$ cat src/inc/adc_readout_pkg.sv
// constants and pin carrier for the serial converter readout
// assumes one 20 MHz system clock; host pins arrive asynchronously
package adc_readout_pkg;
	localparam int         NULL_BITS  = 2;
	localparam int         DATA_BITS  = 14;
	localparam int         FRAME_BITS = NULL_BITS + DATA_BITS;
	localparam logic [3:0] CNT_RESET  = 4'h0;
	localparam logic [3:0] CNT_LAST   = 4'(FRAME_BITS - 1);
	localparam logic [13:0] TRIAL_INIT = 14'h2000;
	localparam logic [13:0] WORD_RESET = 14'h0000;

	typedef enum logic [3:0] {
		ST_ACQ  = 4'b0001,
		ST_NULL = 4'b0010,
		ST_DATA = 4'b0100,
		ST_DONE = 4'b1000
	} conv_state_type;

	// host pins plus the analog comparator decision
	typedef struct packed {
		logic cs_n;
		logic sclk;
		logic cmp_hi;
	} pins_type;
endpackage : adc_readout_pkg

$ cat src/verilog/adc_serial_readout.sv
// serial readout and successive-approximation control of a 14-bit converter
// assumes host drives select and serial clock; an analog comparator
// reports whether the input lies above the trial word on trial_o
//
// Contract
// - select held low all frame; its falling edge starts a conversion
// - while select is high the device only tracks the input
// - frame is two null bits then fourteen result bits, MSB first
// - output changes on serial clock falls; host samples on rises
// - serial clock both shifts data and steps the conversion
// - result is sent as two's complement
// - bits sent are those of the current conversion, no latency
`timescale 1ns/1ps
module adc_serial_readout (
	input  wire logic                     sys_clk_i,   // 20 MHz clock
	input  wire logic                     reset_n_i,   // sync reset
	input  wire adc_readout_pkg::pins_type pins_i,     // async pins
	output logic                          dout_o,      // serial data
	output logic                          dout_oe_n_o, // low = driving
	output logic                          acq_o,       // tracking input
	output logic [13:0]                   trial_o,     // to the DAC
	output logic [13:0]                   result_o,    // last result
	output logic                          done_o       // result pulse
);
	import adc_readout_pkg::*;

	logic           cs_meta_ff, cs_sync_ff, cs_prev_ff;
	logic           ck_meta_ff, ck_sync_ff, ck_prev_ff;
	logic           cmp_meta_ff, cmp_sync_ff;
	conv_state_type state_ff, nxt_state;
	logic [3:0]     cnt_ff;
	logic [13:0]    mask_ff;
	logic [13:0]    kept_w;
	logic           cs_fall_w, sclk_fall_w, last_bit_w, bit_out_w;

	// pins are async to sys_clk: two flops before any logic looks
	always_ff @(posedge sys_clk_i) begin
		cs_meta_ff  <= pins_i.cs_n;
		cs_sync_ff  <= cs_meta_ff;
		cs_prev_ff  <= cs_sync_ff;
		ck_meta_ff  <= pins_i.sclk;
		ck_sync_ff  <= ck_meta_ff;
		ck_prev_ff  <= ck_sync_ff;
		cmp_meta_ff <= pins_i.cmp_hi;
		cmp_sync_ff <= cmp_meta_ff;
	end

	assign cs_fall_w   = cs_prev_ff & ~cs_sync_ff;
	assign sclk_fall_w = ck_prev_ff & ~ck_sync_ff & ~cs_sync_ff;
	// comparator high keeps the trial bit set
	assign kept_w      = cmp_sync_ff ? trial_o : (trial_o & ~mask_ff);
	assign last_bit_w  = mask_ff[0];
	// offset-binary MSB inverted gives the two's complement sign
	assign bit_out_w   = mask_ff[13] ? ~cmp_sync_ff : cmp_sync_ff;

	always_comb begin
		nxt_state = state_ff;
		unique case (state_ff)
			ST_ACQ:  if (cs_fall_w) nxt_state = ST_NULL;
			ST_NULL: if (sclk_fall_w) nxt_state = ST_DATA;
			ST_DATA: if (sclk_fall_w && last_bit_w) nxt_state = ST_DONE;
			ST_DONE: nxt_state = ST_DONE;
		endcase
		if (cs_sync_ff)
			nxt_state = ST_ACQ;
	end

	always_ff @(posedge sys_clk_i) begin
		if (!reset_n_i) begin
			state_ff <= ST_ACQ;
		end else begin
			state_ff <= nxt_state;
		end
	end

	// frame bit counter, one step per serial clock fall until ST_DONE
	always_ff @(posedge sys_clk_i) begin
		if (!reset_n_i || cs_fall_w) begin
			cnt_ff <= CNT_RESET;
		end else if (sclk_fall_w && state_ff != ST_DONE) begin
			cnt_ff <= cnt_ff + 4'h1;
		end
	end

	// sar stepping: one decision per serial clock fall in ST_DATA
	always_ff @(posedge sys_clk_i) begin
		if (!reset_n_i) begin
			trial_o <= WORD_RESET;
			mask_ff <= TRIAL_INIT;
		end else if (cs_fall_w) begin
			trial_o <= TRIAL_INIT;
			mask_ff <= TRIAL_INIT;
		end else if (state_ff == ST_DATA && sclk_fall_w) begin
			trial_o <= kept_w | (mask_ff >> 1);
			mask_ff <= mask_ff >> 1;
		end
	end

	// serial output: null bits, then each decision as it is made
	always_ff @(posedge sys_clk_i) begin
		if (!reset_n_i || cs_sync_ff) begin
			dout_o      <= 1'b0;
			dout_oe_n_o <= 1'b1;
		end else if (cs_fall_w) begin
			dout_o      <= 1'b0;
			dout_oe_n_o <= 1'b0;
		end else if (state_ff == ST_DATA && sclk_fall_w) begin
			dout_o      <= bit_out_w;
		end
	end

	always_ff @(posedge sys_clk_i) begin
		if (!reset_n_i) begin
			acq_o    <= 1'b1;
			result_o <= WORD_RESET;
			done_o   <= 1'b0;
		end else begin
			acq_o  <= (nxt_state == ST_ACQ);
			done_o <= state_ff == ST_DATA && sclk_fall_w && last_bit_w;
			if (state_ff == ST_DATA && sclk_fall_w && last_bit_w)
				result_o <= {~kept_w[13], kept_w[12:0]};
		end
	end
endmodule : adc_serial_readout

$ cat config.mk
export PLATFORM = sky130hd
export DESIGN_NAME = adc_serial_readout
export DESIGN_NICKNAME = d
export VERILOG_FILES = /design/src/inc/adc_readout_pkg.sv /design/src/verilog/adc_serial_readout.sv
export SDC_FILE = /design/constraint.sdc
export NUM_CORES = 1
export LEC_CHECK = 0
export ABC_AREA = 1
export BUFFER_PORTS_ARGS = -buffer_cell sky130_fd_sc_hd__buf_2
export CAP_MARGIN = 10
export CORE_MARGIN = 5
export CORE_UTILIZATION = 54
export CTS_CLUSTER_DIAMETER = 80
export DETAILED_ROUTE_END_ITERATION = 7
export PLACE_DENSITY = 0.82
export RECOVER_POWER = 25
export SLEW_MARGIN = 20
export SYNTH_ARGS = -nofsm -noshare
export SYNTH_HDL_FRONTEND = slang
export SYNTH_SLANG_ARGS = --single-unit
$ cat constraint.sdc
create_clock -name sys_clk_i -period 1.5 [get_ports sys_clk_i]
set_clock_uncertainty 0.1 [all_clocks]
set_input_delay 0.15 -clock sys_clk_i [delete_from_list [all_inputs] [get_ports sys_clk_i]]
set_output_delay 0.15 -clock sys_clk_i [all_outputs]
set_load 0.05 [all_outputs]
==> results_tabular.tex, run 1 <==
\begin{tabular}{lr}
\hline
Metric & Value \\
\hline
\multicolumn{2}{l}{\textbf{Final layout}} \\
\quad Antenna fix cells & 0 \\
\quad Post-route standard cell area excluding fillers & 0.00268 mm2 \\
\quad Number of nets in the finished design & 321 \\
\quad Finished Core Util & 0.720 \\
\quad Fraction of final layout cells sized beyond drive strength 1 & 0.258 \\
\quad Final non-filler cell total & 366 \\
\quad Area grow syn2layout & 27.6\% \\
\multicolumn{2}{l}{\textbf{Worst setup path}} \\
\quad Required time at the endpoint of the critical path & 1670 ps \\
\quad Slowest cell delay on critical path & 350 ps \\
\quad Chain of cells forming the critical path & inv\_1 -> buf\_4 -> nor2\_1 -> nand2\_1 -> nand3\_1 -> nand2\_1 -> nand3\_1 -> nand2\_1 -> o21bai\_1 \\
\quad Critical path startpoint category & register \\
\quad Critical Path Most Common Cell & sky130\_fd\_sc\_hd\_\_nand2\_1 \\
\quad Slowest cell on crit path & sky130\_fd\_sc\_hd\_\_dfxtp\_1 \\
\quad Worst r2r src & state\_ff[3] \\
\quad Launch point of the worst path & state\_ff[3] \\
\quad Maximum fanout count along the critical path & 4 \\
\quad Reg2reg setup slack & 40 ps \\
\quad FF-to-FF path depth & 9 \\
\quad Top Family by Delay on Critical Path & simple AND/OR/NAND/NOR gates \\
\quad Data arrival time of the worst path & 1620 ps \\
\quad R2r endpoint & acq\_o \\
\quad Endpoint kind of the worst setup timing path & register \\
\quad Number of gates on the worst path with buffers counted & 9 \\
\quad Buffer and inverter count on the worst path & 2 \\
\quad Endpoint of the worst setup timing path & acq\_o \\
\quad Crit Path Category & reg2reg \\
\multicolumn{2}{l}{\textbf{Placement}} \\
\quad Placed standard-cell area & 0.00240 mm2 \\
\quad HPWL after detailed placement & 3.23 mm \\
\quad \# port buffers & 36 \\
\quad Dpl ws & 44.1 ps \\
\quad Cell total after placement & 345 \\
\quad Routability congestion estimate & 0.902 \\
\multicolumn{2}{l}{\textbf{Floorplanning}} \\
\quad Vertical extent of the die & 72.3 um \\
\quad Placeable core region & 0.00372 mm2 \\
\quad I/O pins & 37 \\
\quad Rows & 22 \\
\quad Initial Utilization & 0.564 \\
\quad Die Wd & 72.3 um \\
\quad Die footprint & 0.00523 mm2 \\
\multicolumn{2}{l}{\textbf{CTS}} \\
\quad Root buffer selected by CTS & sky130\_fd\_sc\_hd\_\_clkbuf\_8 \\
\quad Max Root-Sink Buffers & 2 \\
\quad Clock Sinks & 58 \\
\quad CTS clock-pin slew for the worst setup and hold paths & 60 ps \\
\quad Total clock buffers created by CTS & 9 \\
\quad Number of levels in the clock H-tree & 3 \\
\quad CTS tree & yes \\
\quad Clk Latency, worst-skew pair & 330 ps \\
\multicolumn{2}{l}{\textbf{Drt}} \\
\quad Via-to-Cell Ratio & 5.27 \\
\quad DR WL/cell & 13.7 um \\
\quad Total routed wirelength & 5.00 mm \\
\quad First-pass DRT Iterations & 4 \\
\quad Count of vias placed by the detailed router & 1929 \\
\quad Remaining number of nets flagged by the antenna check after routing & 0 \\
\quad Initial drt markers & 236 \\
\quad Remaining DRCs & 0 \\
\multicolumn{2}{l}{\textbf{Power}} \\
\quad Part of the total power dissipated in sequential elements & 0.542 \\
\quad Power density over the cells & 1090 mW/mm2 \\
\quad Worst-case vdd ir drop & 0.814 mV \\
\quad P\_int & 0.00226 W \\
\quad Proportion of total power due to net switching & 0.221 \\
\quad Total power after layout & 0.00291 W \\
\quad Net load switching power & 0.000643 W \\
\quad Leakage power figure & 1.17 nW \\
\quad Clock power frac & 0.416 \\
\quad Proportion of power drawn by combinational gates & 0.042 \\
\multicolumn{2}{l}{\textbf{Logic synthesis}} \\
\quad Average instance area after synthesis & 8.16 um2 \\
\quad Synth top area cells & sky130\_fd\_sc\_hd\_\_dfxtp\_1, sky130\_fd\_sc\_hd\_\_nand2\_1, sky130\_fd\_sc\_hd\_\_a21oi\_1 \\
\quad Synthesized instance count & 257 \\
\quad Cell area after synthesis & 0.00210 mm2 \\
\quad Syn. warnings & 0 \\
\quad Net count of the mapped netlist & 262 \\
\quad Post-synth top area share & 0.554 \\
\quad Cell taking the most area after synthesis & sky130\_fd\_sc\_hd\_\_dfxtp\_1 \\
\quad Synthesized flop and latch total & 58 \\
\quad Fraction of the yosys area taken by sequential cells & 0.554 \\
\quad Yosys cell types & 23 \\
\multicolumn{2}{l}{\textbf{GRT}} \\
\quad Vias in the first global route & 1698 \\
\quad First-pass GRT wire length & 7.73 mm \\
\quad Largest net degree at the start of global routing & 17 \\
\quad Initial antenna violation count & 0 \\
\quad GRT overflow & 0 \\
\quad Total global routing track utilization & 0.192 \\
\multicolumn{2}{l}{\textbf{Timing}} \\
\quad Achievable frequency & 0.685 GHz \\
\quad Final period demand of the worst path & 1460 ps \\
\quad Least setup slack across all paths after layout & 40.6 ps \\
\quad RSZ-0062 raised after global routing & true \\
\quad Final-report max-slew violation count & 0 \\
\quad Final critical-path share of the clock period & 0.973 \\
\quad Hold violation total from the final report & 0 \\
\quad Slew at the pin closest to its max-slew limit & 591 ps \\
\quad Total setup violations reported at the end of the flow & 0 \\
\quad Normalized max-slew margin & 0.608 \\
\multicolumn{2}{l}{\textbf{Run status}} \\
\quad Result of the run & completed \\
\multicolumn{2}{l}{\textbf{Flow run}} \\
\quad Max-cap check violation count & 0 \\
\multicolumn{2}{l}{\textbf{Worst hold path}} \\
\quad Path category of the worst min-delay check & in2reg \\
\hline
\end{tabular}
[worst min-delay path by stage]
stage / end / slack [ps] / depth (start not counted) / start
after detailed placement: ck_meta_ff / 150 / 1 / pins_i[1]
after floorplan: ck_meta_ff / 80 / 0 / pins_i[1]
after CTS: state_ff[1] / 30 / 3 / reset_n_i
final: state_ff[1] / 50 / 3 / reset_n_i
after global routing: state_ff[1] / 70 / 3 / reset_n_i
after global placement: cmp_meta_ff / 150 / 1 / pins_i[0]
[logic make-up after synthesis]
group | share of synthesized area
DFF | 0.554
buffers and inverters | 0.0537
AOI/OAI and AO/OA | 0.178
and+or+nand+nor | 0.214
[worst register-to-register path, delay by kind of cell (launching register included)]
family                 cells  cell delay [ps]
and+or+nand+nor            6              600
DFF                        1              350
buffers and inverters      2              210
AOI/OAI and AO/OA          1              130
[routing by layer]
layer / GRT usage / share of wire
met1: 0.257 / 0.46
met2: 0.277 / 0.45
met3: 0.0693 / 0.075
met4: 0.0856 / 0.010
met5: 0 / 0
[layout by cell type, fill, tap and decap left out, types with 4 or more instances in the layout]
cell                        n
sky130_fd_sc_hd__a21oi_2    6
sky130_fd_sc_hd__nor2_1    26
sky130_fd_sc_hd__buf_4     14
sky130_fd_sc_hd__clkbuf_1   4
sky130_fd_sc_hd__nand2_1   59
sky130_fd_sc_hd__a21oi_1   33
sky130_fd_sc_hd__inv_1      8
sky130_fd_sc_hd__buf_2     27
sky130_fd_sc_hd__nand3_1    8
sky130_fd_sc_hd__o21ai_0   22
sky130_fd_sc_hd__o21ai_1    8
sky130_fd_sc_hd__clkbuf_2   7
sky130_fd_sc_hd__dfxtp_1   57
sky130_fd_sc_hd__clkbuf_8  11
[metrics by stage]
stage                     hold slack (ps)  TNS (ps)
after floorplan                      77.7         0
after CTS                            33.8         0
final                                46.0         0
after global placement                152         0
after global routing                 72.6      -139
after detailed placement              154         0
[synthesized netlist by cell type]
library cell	n
sky130_fd_sc_hd__a31oi_1	2
sky130_fd_sc_hd__nand3_4	1
sky130_fd_sc_hd__clkinv_1	1
sky130_fd_sc_hd__nand3_1	9
sky130_fd_sc_hd__a311oi_1	1
sky130_fd_sc_hd__a21oi_1	39
sky130_fd_sc_hd__nor2_4	1
sky130_fd_sc_hd__nand2_1	60
sky130_fd_sc_hd__inv_6	1
sky130_fd_sc_hd__o21ai_1	4
sky130_fd_sc_hd__nor2_1	26
sky130_fd_sc_hd__buf_6	2
sky130_fd_sc_hd__o21ai_0	26
sky130_fd_sc_hd__nand2_4	1
sky130_fd_sc_hd__inv_1	11
sky130_fd_sc_hd__nand4_1	3
sky130_fd_sc_hd__nor3_4	1
sky130_fd_sc_hd__clkbuf_1	2
sky130_fd_sc_hd__nand2_2	1
sky130_fd_sc_hd__buf_2	5
sky130_fd_sc_hd__dfxtp_1	58
sky130_fd_sc_hd__inv_2	1
sky130_fd_sc_hd__o21bai_1	1
[flip-flops by register name (all words and copies together) (netlist names), 4 cells and up]
signal and count:
state_ff 4, mask_ff 14, result_o 14, trial_o 14
[power groups by stage]
| stage | Sequential [W] | Combinational (W) | Clock [W] |
|---|---|---|---|
| after global placement | 0.00161 | 0.000110 | 0 |
| after CTS | 0.00157 | 0.000118 | 0.00122 |
| after detailed placement | 0.00161 | 0.000111 | 0 |
| final | 0.00158 | 0.000121 | 0.00121 |
| after global routing | 0.00158 | 0.000130 | 0.00130 |
| after floorplan | 0.00162 | 0.0000522 | 0 |
[what timing repair did]
| action | in CTS | in global routing |
|---|---|---|
| endpoints found under the setup margin | 1 | 18 |
| pin swaps | 0 | 4 |
| hold endpoints to repair | 3 | 0 |
| hold buffers | 3 | 0 |
| resized for setup | 1 | 22 |
| setup buffers | 0 | 5 |
[final cells by class]
cell class | count | area [um2]
sequential | 58 | 1160
fill | 290 | 1040
multi-input combinational | 176 | 853
timing repair buffer | 57 | 375
clock buffer | 13 | 159
inverter | 14 | 65.1
tap | 48 | 60.1
Note: power is estimated with default switching activity, not from simulation.
==> run 2: changes to the inputs <==
--- a/config.mk
+++ b/config.mk
@@ -8,6 +8,7 @@
 export ABC_AREA = 1
 export BUFFER_PORTS_ARGS = -buffer_cell sky130_fd_sc_hd__buf_2
 export CAP_MARGIN = 10
+export CORE_ASPECT_RATIO = 0.7
 export CORE_MARGIN = 5
 export CORE_UTILIZATION = 54
 export CTS_CLUSTER_DIAMETER = 80
==> run 2 against run 1 <==
- die area increased by 0.38%
- maximum frequency decreased by 1.7%
- cell area increased by 5.6%
- largest cell class unchanged
- first-iteration DRC count decreased by 18%
- clock power increased by 17%
- critical path type unchanged
- core utilization increased by 1.8 points
- via count increased by 6.3%
- routed wire length increased by 9.3%
- count of clock-buffer cells in the layout increased by 1
- global-route usage about the same
- sequential share of layout area decreased by 2.1 points
- cell count increased by 2.7%
==> results_tabular.tex, run 2 (synthesized netlist as in run 1, its figures left out) <==
\begin{tabular}{lr}
\hline
Metric & Value \\
\hline
\multicolumn{2}{l}{\textbf{Run status}} \\
\quad Result of the run & completed (unchanged) \\
\multicolumn{2}{l}{\textbf{Timing}} \\
\quad Worst hold slack after final layout & 97.0 ps (was 46.0 ps) \\
\quad Achievable frequency & 0.674 GHz (was 0.685 GHz) \\
\quad Slew at the pin closest to its max-slew limit & 530 ps (was 591 ps) \\
\quad Final critical-path share of the clock period & 0.990 (was 0.973) \\
\quad Final-report max-slew violation count & 0 (unchanged) \\
\quad Total setup violations reported at the end of the flow & 0 (unchanged) \\
\quad RSZ-0062 raised after global routing & true (unchanged) \\
\quad Hold violation total from the final report & 0 (unchanged) \\
\quad Final period demand of the worst path & 1480 ps (was 1460 ps) \\
\quad Least setup slack across all paths after layout & 15.5 ps (was 40.6 ps) \\
\quad Normalized max-slew margin & 0.643 (was 0.608) \\
\multicolumn{2}{l}{\textbf{Final layout}} \\
\quad Commonest non-fill, non-tap cell in the layout & sky130\_fd\_sc\_hd\_\_nand2\_1 (unchanged) \\
\quad Number of nets in the finished design & 324 (was 321) \\
\quad Antenna fix cells & 0 (unchanged) \\
\quad Fraction of final layout cells sized beyond drive strength 1 & 0.309 (was 0.258) \\
\quad Largest registers & mask\_ff (14), result\_o (14), trial\_o (14) (unchanged) \\
\quad Area grow syn2layout & 34.7\% (was 27.6\%) \\
\quad Commonest non-fill, non-tap cells in the layout & sky130\_fd\_sc\_hd\_\_nand2\_1, sky130\_fd\_sc\_hd\_\_dfxtp\_1, sky130\_fd\_sc\_hd\_\_buf\_2 (was sky130\_fd\_sc\_hd\_\_nand2\_1, sky130\_fd\_sc\_hd\_\_dfxtp\_1, sky130\_fd\_sc\_hd\_\_a21oi\_1) \\
\quad Finished Core Util & 0.738 (was 0.720) \\
\multicolumn{2}{l}{\textbf{Floorplanning}} \\
\quad Die footprint & 0.00525 mm2 (was 0.00523 mm2) \\
\quad I/O pins & 37 (unchanged) \\
\quad Vertical extent of the die & 62.1 um (was 72.3 um) \\
\quad Placeable core region & 0.00383 mm2 (was 0.00372 mm2) \\
\quad Initial Utilization & 0.548 (was 0.564) \\
\quad Die Wd & 84.5 um (was 72.3 um) \\
\quad Rows & 19 (was 22) \\
\multicolumn{2}{l}{\textbf{Placement}} \\
\quad Dpl ws & -20.9 ps (was 44.1 ps) \\
\quad Routability congestion estimate & 0.872 (was 0.902) \\
\quad \# port buffers & 36 (unchanged) \\
\quad HPWL after detailed placement & 3.26 mm (was 3.23 mm) \\
\multicolumn{2}{l}{\textbf{Power}} \\
\quad Part of the total power dissipated in sequential elements & 0.504 (was 0.542) \\
\quad Worst-case vdd ir drop & 0.798 mV (was 0.814 mV) \\
\quad P\_int & 0.00246 W (was 0.00226 W) \\
\quad Leakage power figure & 1.20 nW (was 1.17 nW) \\
\quad Proportion of total power due to net switching & 0.211 (was 0.221) \\
\quad Power density over the cells & 1110 mW/mm2 (was 1090 mW/mm2) \\
\quad Net load switching power & 0.000660 W (was 0.000643 W) \\
\quad Total power after layout & 0.00312 W (was 0.00291 W) \\
\quad Proportion of power drawn by combinational gates & 0.042 (about the same) \\
\quad Clock power frac & 0.453 (was 0.416) \\
\multicolumn{2}{l}{\textbf{CTS}} \\
\quad CTS tree & yes (unchanged) \\
\quad Max Root-Sink Buffers & 2 (unchanged) \\
\quad Number of levels in the clock H-tree & 3 (unchanged) \\
\quad Clk Latency, worst-skew pair & 330 ps (about the same) \\
\quad Clock Sinks & 58 (unchanged) \\
\quad Total clock buffers created by CTS & 9 (unchanged) \\
\quad CTS clock-pin slew for the worst setup and hold paths & 60 ps (about the same) \\
\quad Root buffer selected by CTS & sky130\_fd\_sc\_hd\_\_clkbuf\_8 (unchanged) \\
\multicolumn{2}{l}{\textbf{Drt}} \\
\quad Count of vias placed by the detailed router & 2051 (was 1929) \\
\quad Initial drt markers & 193 (was 236) \\
\quad Via-to-Cell Ratio & 5.45 (was 5.27) \\
\quad DR WL/cell & 14.5 um (was 13.7 um) \\
\quad First-pass DRT Iterations & 7 (was 4) \\
\quad Remaining DRCs & 0 (unchanged) \\
\quad Total routed wirelength & 5.47 mm (was 5.00 mm) \\
\quad Remaining number of nets flagged by the antenna check after routing & 0 (unchanged) \\
\multicolumn{2}{l}{\textbf{GRT}} \\
\quad Initial antenna violation count & 0 (unchanged) \\
\quad Largest net degree at the start of global routing & 26 (was 17) \\
\quad Vias in the first global route & 1707 (was 1698) \\
\quad Total global routing track utilization & 0.192 (about the same) \\
\quad First-pass GRT wire length & 7.99 mm (was 7.73 mm) \\
\quad GRT overflow & 0 (unchanged) \\
\multicolumn{2}{l}{\textbf{Worst setup path}} \\
\quad Data arrival time of the worst path & 1660 ps (was 1620 ps) \\
\quad Critical path startpoint category & register (unchanged) \\
\quad Endpoint kind of the worst setup timing path & register (unchanged) \\
\quad Crit Path Category & reg2reg (unchanged) \\
\quad Required time at the endpoint of the critical path & 1670 ps (about the same) \\
\quad Maximum fanout count along the critical path & 5 (was 4) \\
\multicolumn{2}{l}{\textbf{Flow run}} \\
\quad Max-cap check violation count & 0 (unchanged) \\
\multicolumn{2}{l}{\textbf{Worst hold path}} \\
\quad Path category of the worst min-delay check & in2reg (unchanged) \\
\hline
\end{tabular}
==> run 2: area by class of cell <==
| class | count | area (um2) |
|---|---|---|
| inverters | 14 | 72.6 |
| repair inverters | 1 | 8.76 |
| clock buffers | 14 | 163 |
| multi-input cells | 178 | 938 |
| fillers | 276 | 1000 |
| repair buffers | 57 | 374 |
| flip-flops and latches | 58 | 1170 |
| well taps | 52 | 65.1 |
| clock inverters | 2 | 35.0 |
==> run 2: power by group through the flow <==
stage	Sequential (W)	Clock [W]	Combinational, W
floorplan	0.00162	0	0.0000522
global placement	0.00161	0	0.000104
detailed placement	0.00161	0	0.000105
CTS	0.00157	0.00143	0.000112
global route	0.00158	0.00152	0.000142
finish	0.00158	0.00142	0.000132
==> run 2: path summary, 6_finish.rpt <==
kind,slack (ps),endpoint,start,depth (start not counted)
max,20,result_o[12],ck_sync_ff,7
min,100,state_ff[2],reset_n_i,3
max reg2reg,20,result_o[12],ck_sync_ff,7
min reg2reg,220,ck_sync_ff,ck_meta_ff,0
==> run 2: repair_timing <==
item,in CTS,in global routing
endpoints found under the hold margin,3,0
resized for setup,3,32
gates cloned,0,3
setup endpoints to repair,5,40
buffers inserted,0,9
hold buffers,3,0
pin swaps,1,8
==> run 2: worst max-delay path, cell delays in order (launching register included) <==
cell and delay [ps]:
sky130_fd_sc_hd__dfxtp_2 340, sky130_fd_sc_hd__nor3_4 210, sky130_fd_sc_hd__buf_12 150, sky130_fd_sc_hd__buf_4 120, sky130_fd_sc_hd__nand3_4 100, sky130_fd_sc_hd__nor2_1 180, sky130_fd_sc_hd__nand3_1 140, sky130_fd_sc_hd__nand2_1 90
==> run 2: routing by layer <==
layer  vias to the layer above  track usage  share of wire
met2                       105        0.265           0.44
met4                         0        0.103          0.016
met1                       946        0.266           0.46
li1                        987            -              -
met5                         -            0              0
met3                        13       0.0581          0.083
==> run 2: metrics by stage <==
step	setup TNS, ps	cell area (um2)	instances
after global placement	0	2350	345
final	0	2830	376
after detailed placement	-20.9	2350	345
after CTS	-3.22	2590	364
after floorplan	0	2100	257
after global routing	-267	2830	376
==> run 3: changes to the inputs <==
--- a/config.mk
+++ b/config.mk
@@ -8,7 +8,7 @@
 export ABC_AREA = 1
 export BUFFER_PORTS_ARGS = -buffer_cell sky130_fd_sc_hd__buf_2
 export CAP_MARGIN = 10
-export CORE_ASPECT_RATIO = 0.7
+export CORE_ASPECT_RATIO = 1.75
 export CORE_MARGIN = 5
 export CORE_UTILIZATION = 54
 export CTS_CLUSTER_DIAMETER = 80
==> run 3 against run 2 <==
- core utilization is 2.4 points lower
- maximum frequency increased by 0.70%
- setup slack better by 10 ps
- count of clock-buffer cells in the layout decreased by 4
- routed wire length decreased by 8.1%
- non-clock buffer count down 1
- sequential cell count unchanged
- critical endpoint is now result_o[9]
- largest cell class unchanged
- highest routed layer unchanged
==> results_tabular.tex, run 3 (synthesized netlist as in run 1, its figures left out) <==
\begin{tabular}{lr}
\hline
Metric & Value \\
\hline
\multicolumn{2}{l}{\textbf{Run status}} \\
\quad Result of the run & completed (unchanged) \\
\multicolumn{2}{l}{\textbf{Timing}} \\
\quad Hold violation total from the final report & 0 (unchanged) \\
\quad Final-report max-slew violation count & 0 (unchanged) \\
\quad Final period demand of the worst path & 1470 ps (was 1480 ps) \\
\quad Setup tns final & 0 ps (unchanged) \\
\quad Achievable frequency & 0.678 GHz (was 0.674 GHz) \\
\quad Total setup violations reported at the end of the flow & 0 (unchanged) \\
\quad Normalized max-slew margin & 0.603 (was 0.643) \\
\quad RSZ-0062 raised after global routing & true (unchanged) \\
\quad Slew at the pin closest to its max-slew limit & 599 ps (was 530 ps) \\
\quad Final critical-path share of the clock period & 0.983 (was 0.990) \\
\quad Worst hold slack after final layout & 79.1 ps (was 97.0 ps) \\
\quad Least setup slack across all paths after layout & 25.9 ps (was 15.5 ps) \\
\multicolumn{2}{l}{\textbf{Worst setup path}} \\
\quad Data arrival time of the worst path & 1600 ps (was 1660 ps) \\
\quad Critical path startpoint category & register (unchanged) \\
\quad FF-to-FF path depth & 6 (was 7) \\
\quad Required time at the endpoint of the critical path & 1630 ps (was 1670 ps) \\
\quad Maximum fanout count along the critical path & 5 (unchanged) \\
\quad Worst r2r src & ck\_prev\_ff (was ck\_sync\_ff) \\
\quad Endpoint kind of the worst setup timing path & register (unchanged) \\
\quad Crit Path Category & reg2reg (unchanged) \\
\quad Launch point of the worst path & ck\_prev\_ff (was ck\_sync\_ff) \\
\quad Reg2reg setup slack & 30 ps (was 20 ps) \\
\quad Slowest cell on crit path & sky130\_fd\_sc\_hd\_\_dfxtp\_2 (unchanged) \\
\quad Slowest cell delay on critical path & 330 ps (was 340 ps) \\
\quad Chain of cells forming the critical path & inv\_2 -> nor3\_4 -> nand3\_4 -> buf\_4 -> a21oi\_1 -> nor2\_1 (was nor3\_4 -> buf\_12 -> buf\_4 -> nand3\_4 -> nor2\_1 -> nand3\_1 -> nand2\_1) \\
\quad R2r endpoint & result\_o[9] (was result\_o[12]) \\
\multicolumn{2}{l}{\textbf{Drt}} \\
\quad First-pass DRT Iterations & 4 (was 7) \\
\quad Remaining DRCs & 0 (unchanged) \\
\quad Remaining number of nets flagged by the antenna check after routing & 0 (unchanged) \\
\quad Total routed wirelength & 5.02 mm (was 5.47 mm) \\
\quad Via-to-Cell Ratio & 5.27 (was 5.45) \\
\quad Count of vias placed by the detailed router & 1940 (was 2051) \\
\quad DR WL/cell & 13.7 um (was 14.5 um) \\
\quad Initial drt markers & 67 (was 193) \\
\multicolumn{2}{l}{\textbf{CTS}} \\
\quad Max Root-Sink Buffers & 2 (unchanged) \\
\quad Clk Latency, worst-skew pair & 330 ps (about the same) \\
\quad Clock Sinks & 58 (unchanged) \\
\quad Number of levels in the clock H-tree & 3 (unchanged) \\
\quad Total clock buffers created by CTS & 9 (unchanged) \\
\quad Root buffer selected by CTS & sky130\_fd\_sc\_hd\_\_clkbuf\_8 (unchanged) \\
\quad CTS clock-pin slew for the worst setup and hold paths & 60 ps (about the same) \\
\quad CTS tree & yes (unchanged) \\
\multicolumn{2}{l}{\textbf{Placement}} \\
\quad \# port buffers & 36 (unchanged) \\
\quad Routability congestion estimate & 0.776 (was 0.872) \\
\quad HPWL after detailed placement & 3.37 mm (was 3.26 mm) \\
\quad Dpl ws & 7.45 ps (was -20.9 ps) \\
\multicolumn{2}{l}{\textbf{Floorplanning}} \\
\quad Rows & 30 (was 19) \\
\quad Placeable core region & 0.00383 mm2 (about the same) \\
\quad Initial Utilization & 0.548 (about the same) \\
\quad I/O pins & 37 (unchanged) \\
\quad Vertical extent of the die & 92.4 um (was 62.1 um) \\
\quad Die footprint & 0.00528 mm2 (was 0.00525 mm2) \\
\quad Die Wd & 57.1 um (was 84.5 um) \\
\multicolumn{2}{l}{\textbf{GRT}} \\
\quad Largest net degree at the start of global routing & 26 (unchanged) \\
\quad Met3 usage in global routing & 0.0669 (was 0.0581) \\
\quad Grt peak-use layer & met2 (was met1) \\
\quad Vias in the first global route & 1891 (was 1707) \\
\quad GR Util met2 & 0.334 (was 0.265) \\
\quad Met1 capacity usage during global routing & 0.229 (was 0.266) \\
\quad GRT overflow & 0 (unchanged) \\
\quad Total global routing track utilization & 0.208 (was 0.192) \\
\quad First-pass GRT wire length & 8.40 mm (was 7.99 mm) \\
\quad Initial antenna violation count & 0 (unchanged) \\
\multicolumn{2}{l}{\textbf{Final layout}} \\
\quad Area grow syn2layout & 30.4\% (was 34.7\%) \\
\quad Commonest non-fill, non-tap cell in the layout & sky130\_fd\_sc\_hd\_\_nand2\_1 (unchanged) \\
\quad Fraction of final layout cells sized beyond drive strength 1 & 0.266 (was 0.309) \\
\quad Number of nets in the finished design & 320 (was 324) \\
\quad Largest registers & mask\_ff (14), result\_o (14), trial\_o (14) (unchanged) \\
\quad Antenna fix cells & 0 (unchanged) \\
\quad Commonest non-fill, non-tap cells in the layout & sky130\_fd\_sc\_hd\_\_nand2\_1, sky130\_fd\_sc\_hd\_\_dfxtp\_1, sky130\_fd\_sc\_hd\_\_a21oi\_1 (was sky130\_fd\_sc\_hd\_\_nand2\_1, sky130\_fd\_sc\_hd\_\_dfxtp\_1, sky130\_fd\_sc\_hd\_\_buf\_2) \\
\multicolumn{2}{l}{\textbf{Flow run}} \\
\quad Max-cap check violation count & 0 (unchanged) \\
\multicolumn{2}{l}{\textbf{Power}} \\
\quad Worst-case vdd ir drop & 0.960 mV (was 0.798 mV) \\
\quad Power density over the cells & 1190 mW/mm2 (was 1110 mW/mm2) \\
\quad Leakage power figure & 1.21 nW (was 1.20 nW) \\
\multicolumn{2}{l}{\textbf{Worst hold path}} \\
\quad Path category of the worst min-delay check & in2reg (unchanged) \\
\quad Endpoint, Worst Hold & state\_ff[2] (unchanged) \\
\quad Hold wc startpoint & reset\_n\_i (unchanged) \\
\quad Hold Path Stages & 3 (unchanged) \\
\hline
\end{tabular}
## run 3: cell types whose count changed in the layout (fill, tap and decap cells not counted), moves of 5 or more
cell                       delta
sky130_fd_sc_hd__clkbuf_2     +7
sky130_fd_sc_hd__buf_2        -8
sky130_fd_sc_hd__a21oi_1      +6
sky130_fd_sc_hd__o21ai_0      -8
sky130_fd_sc_hd__a21oi_2      -5
sky130_fd_sc_hd__o21ai_1      +7
## run 3: layout make-up
cell class              instances  area (um2)
multi-input cells             176         853
well taps                      48        60.1
clock buffers                  10         138
inverters                      14        65.1
repair buffers                 56         377
flip-flops and latches         58        1160
fillers                       307        1090
clock inverters                 6        80.1
## run 3: worst max-delay path by stage
stage              endpoint  slack, ps  depth (start not counted)
4_1_cts          trial_o[1]         30                          5
2_1_floorplan   trial_o[10]        150                          5
5_1_grt         result_o[9]        -30                          6
6_report        result_o[9]         30                          6
3_3_place_gp    trial_o[10]        100                          5
3_5_place_dp   result_o[13]          7                          5
## run 3: per-layer routing
metal / wire [um] / vias up
met5: 0 / -
met4: 197 / 0
met3: 222 / 20
met2: 2650 / 52
met1: 1950 / 893
li1: - / 975
## run 3: timing repair
item,CTS,global route
resized for setup,1,26
pin swaps,0,3
setup endpoints to repair,1,30
buffers inserted,0,6
hold buffers,3,0
gates cloned,0,0
hold endpoints to repair,3,0
## run 3: power breakdown
part           switching, W  total [W]  internal (W)
clock              0.000587    0.00155      0.000967
sequential        0.0000137    0.00157       0.00156
combinational     0.0000798   0.000117     0.0000376
## run 3: metrics by stage
stage	utilization	total power, W	area, um2	cells
after detailed placement	0.621	0.00171	2380	343
after global placement	0.621	0.00171	2380	343
after global routing	0.714	0.00336	2740	368
final	0.714	0.00325	2740	368
after floorplan	-	0.00168	2100	257
after CTS	0.686	0.00326	2630	362
## run 3: critical path: cells and delay by family, from the launching register on
| kind | cells | cell delay [ps] |
|---|---|---|
| and+or+nand+nor | 3 | 560 |
| AOI/OAI and AO/OA | 1 | 140 |
| DFF | 1 | 330 |
| buffers and inverters | 2 | 250 |
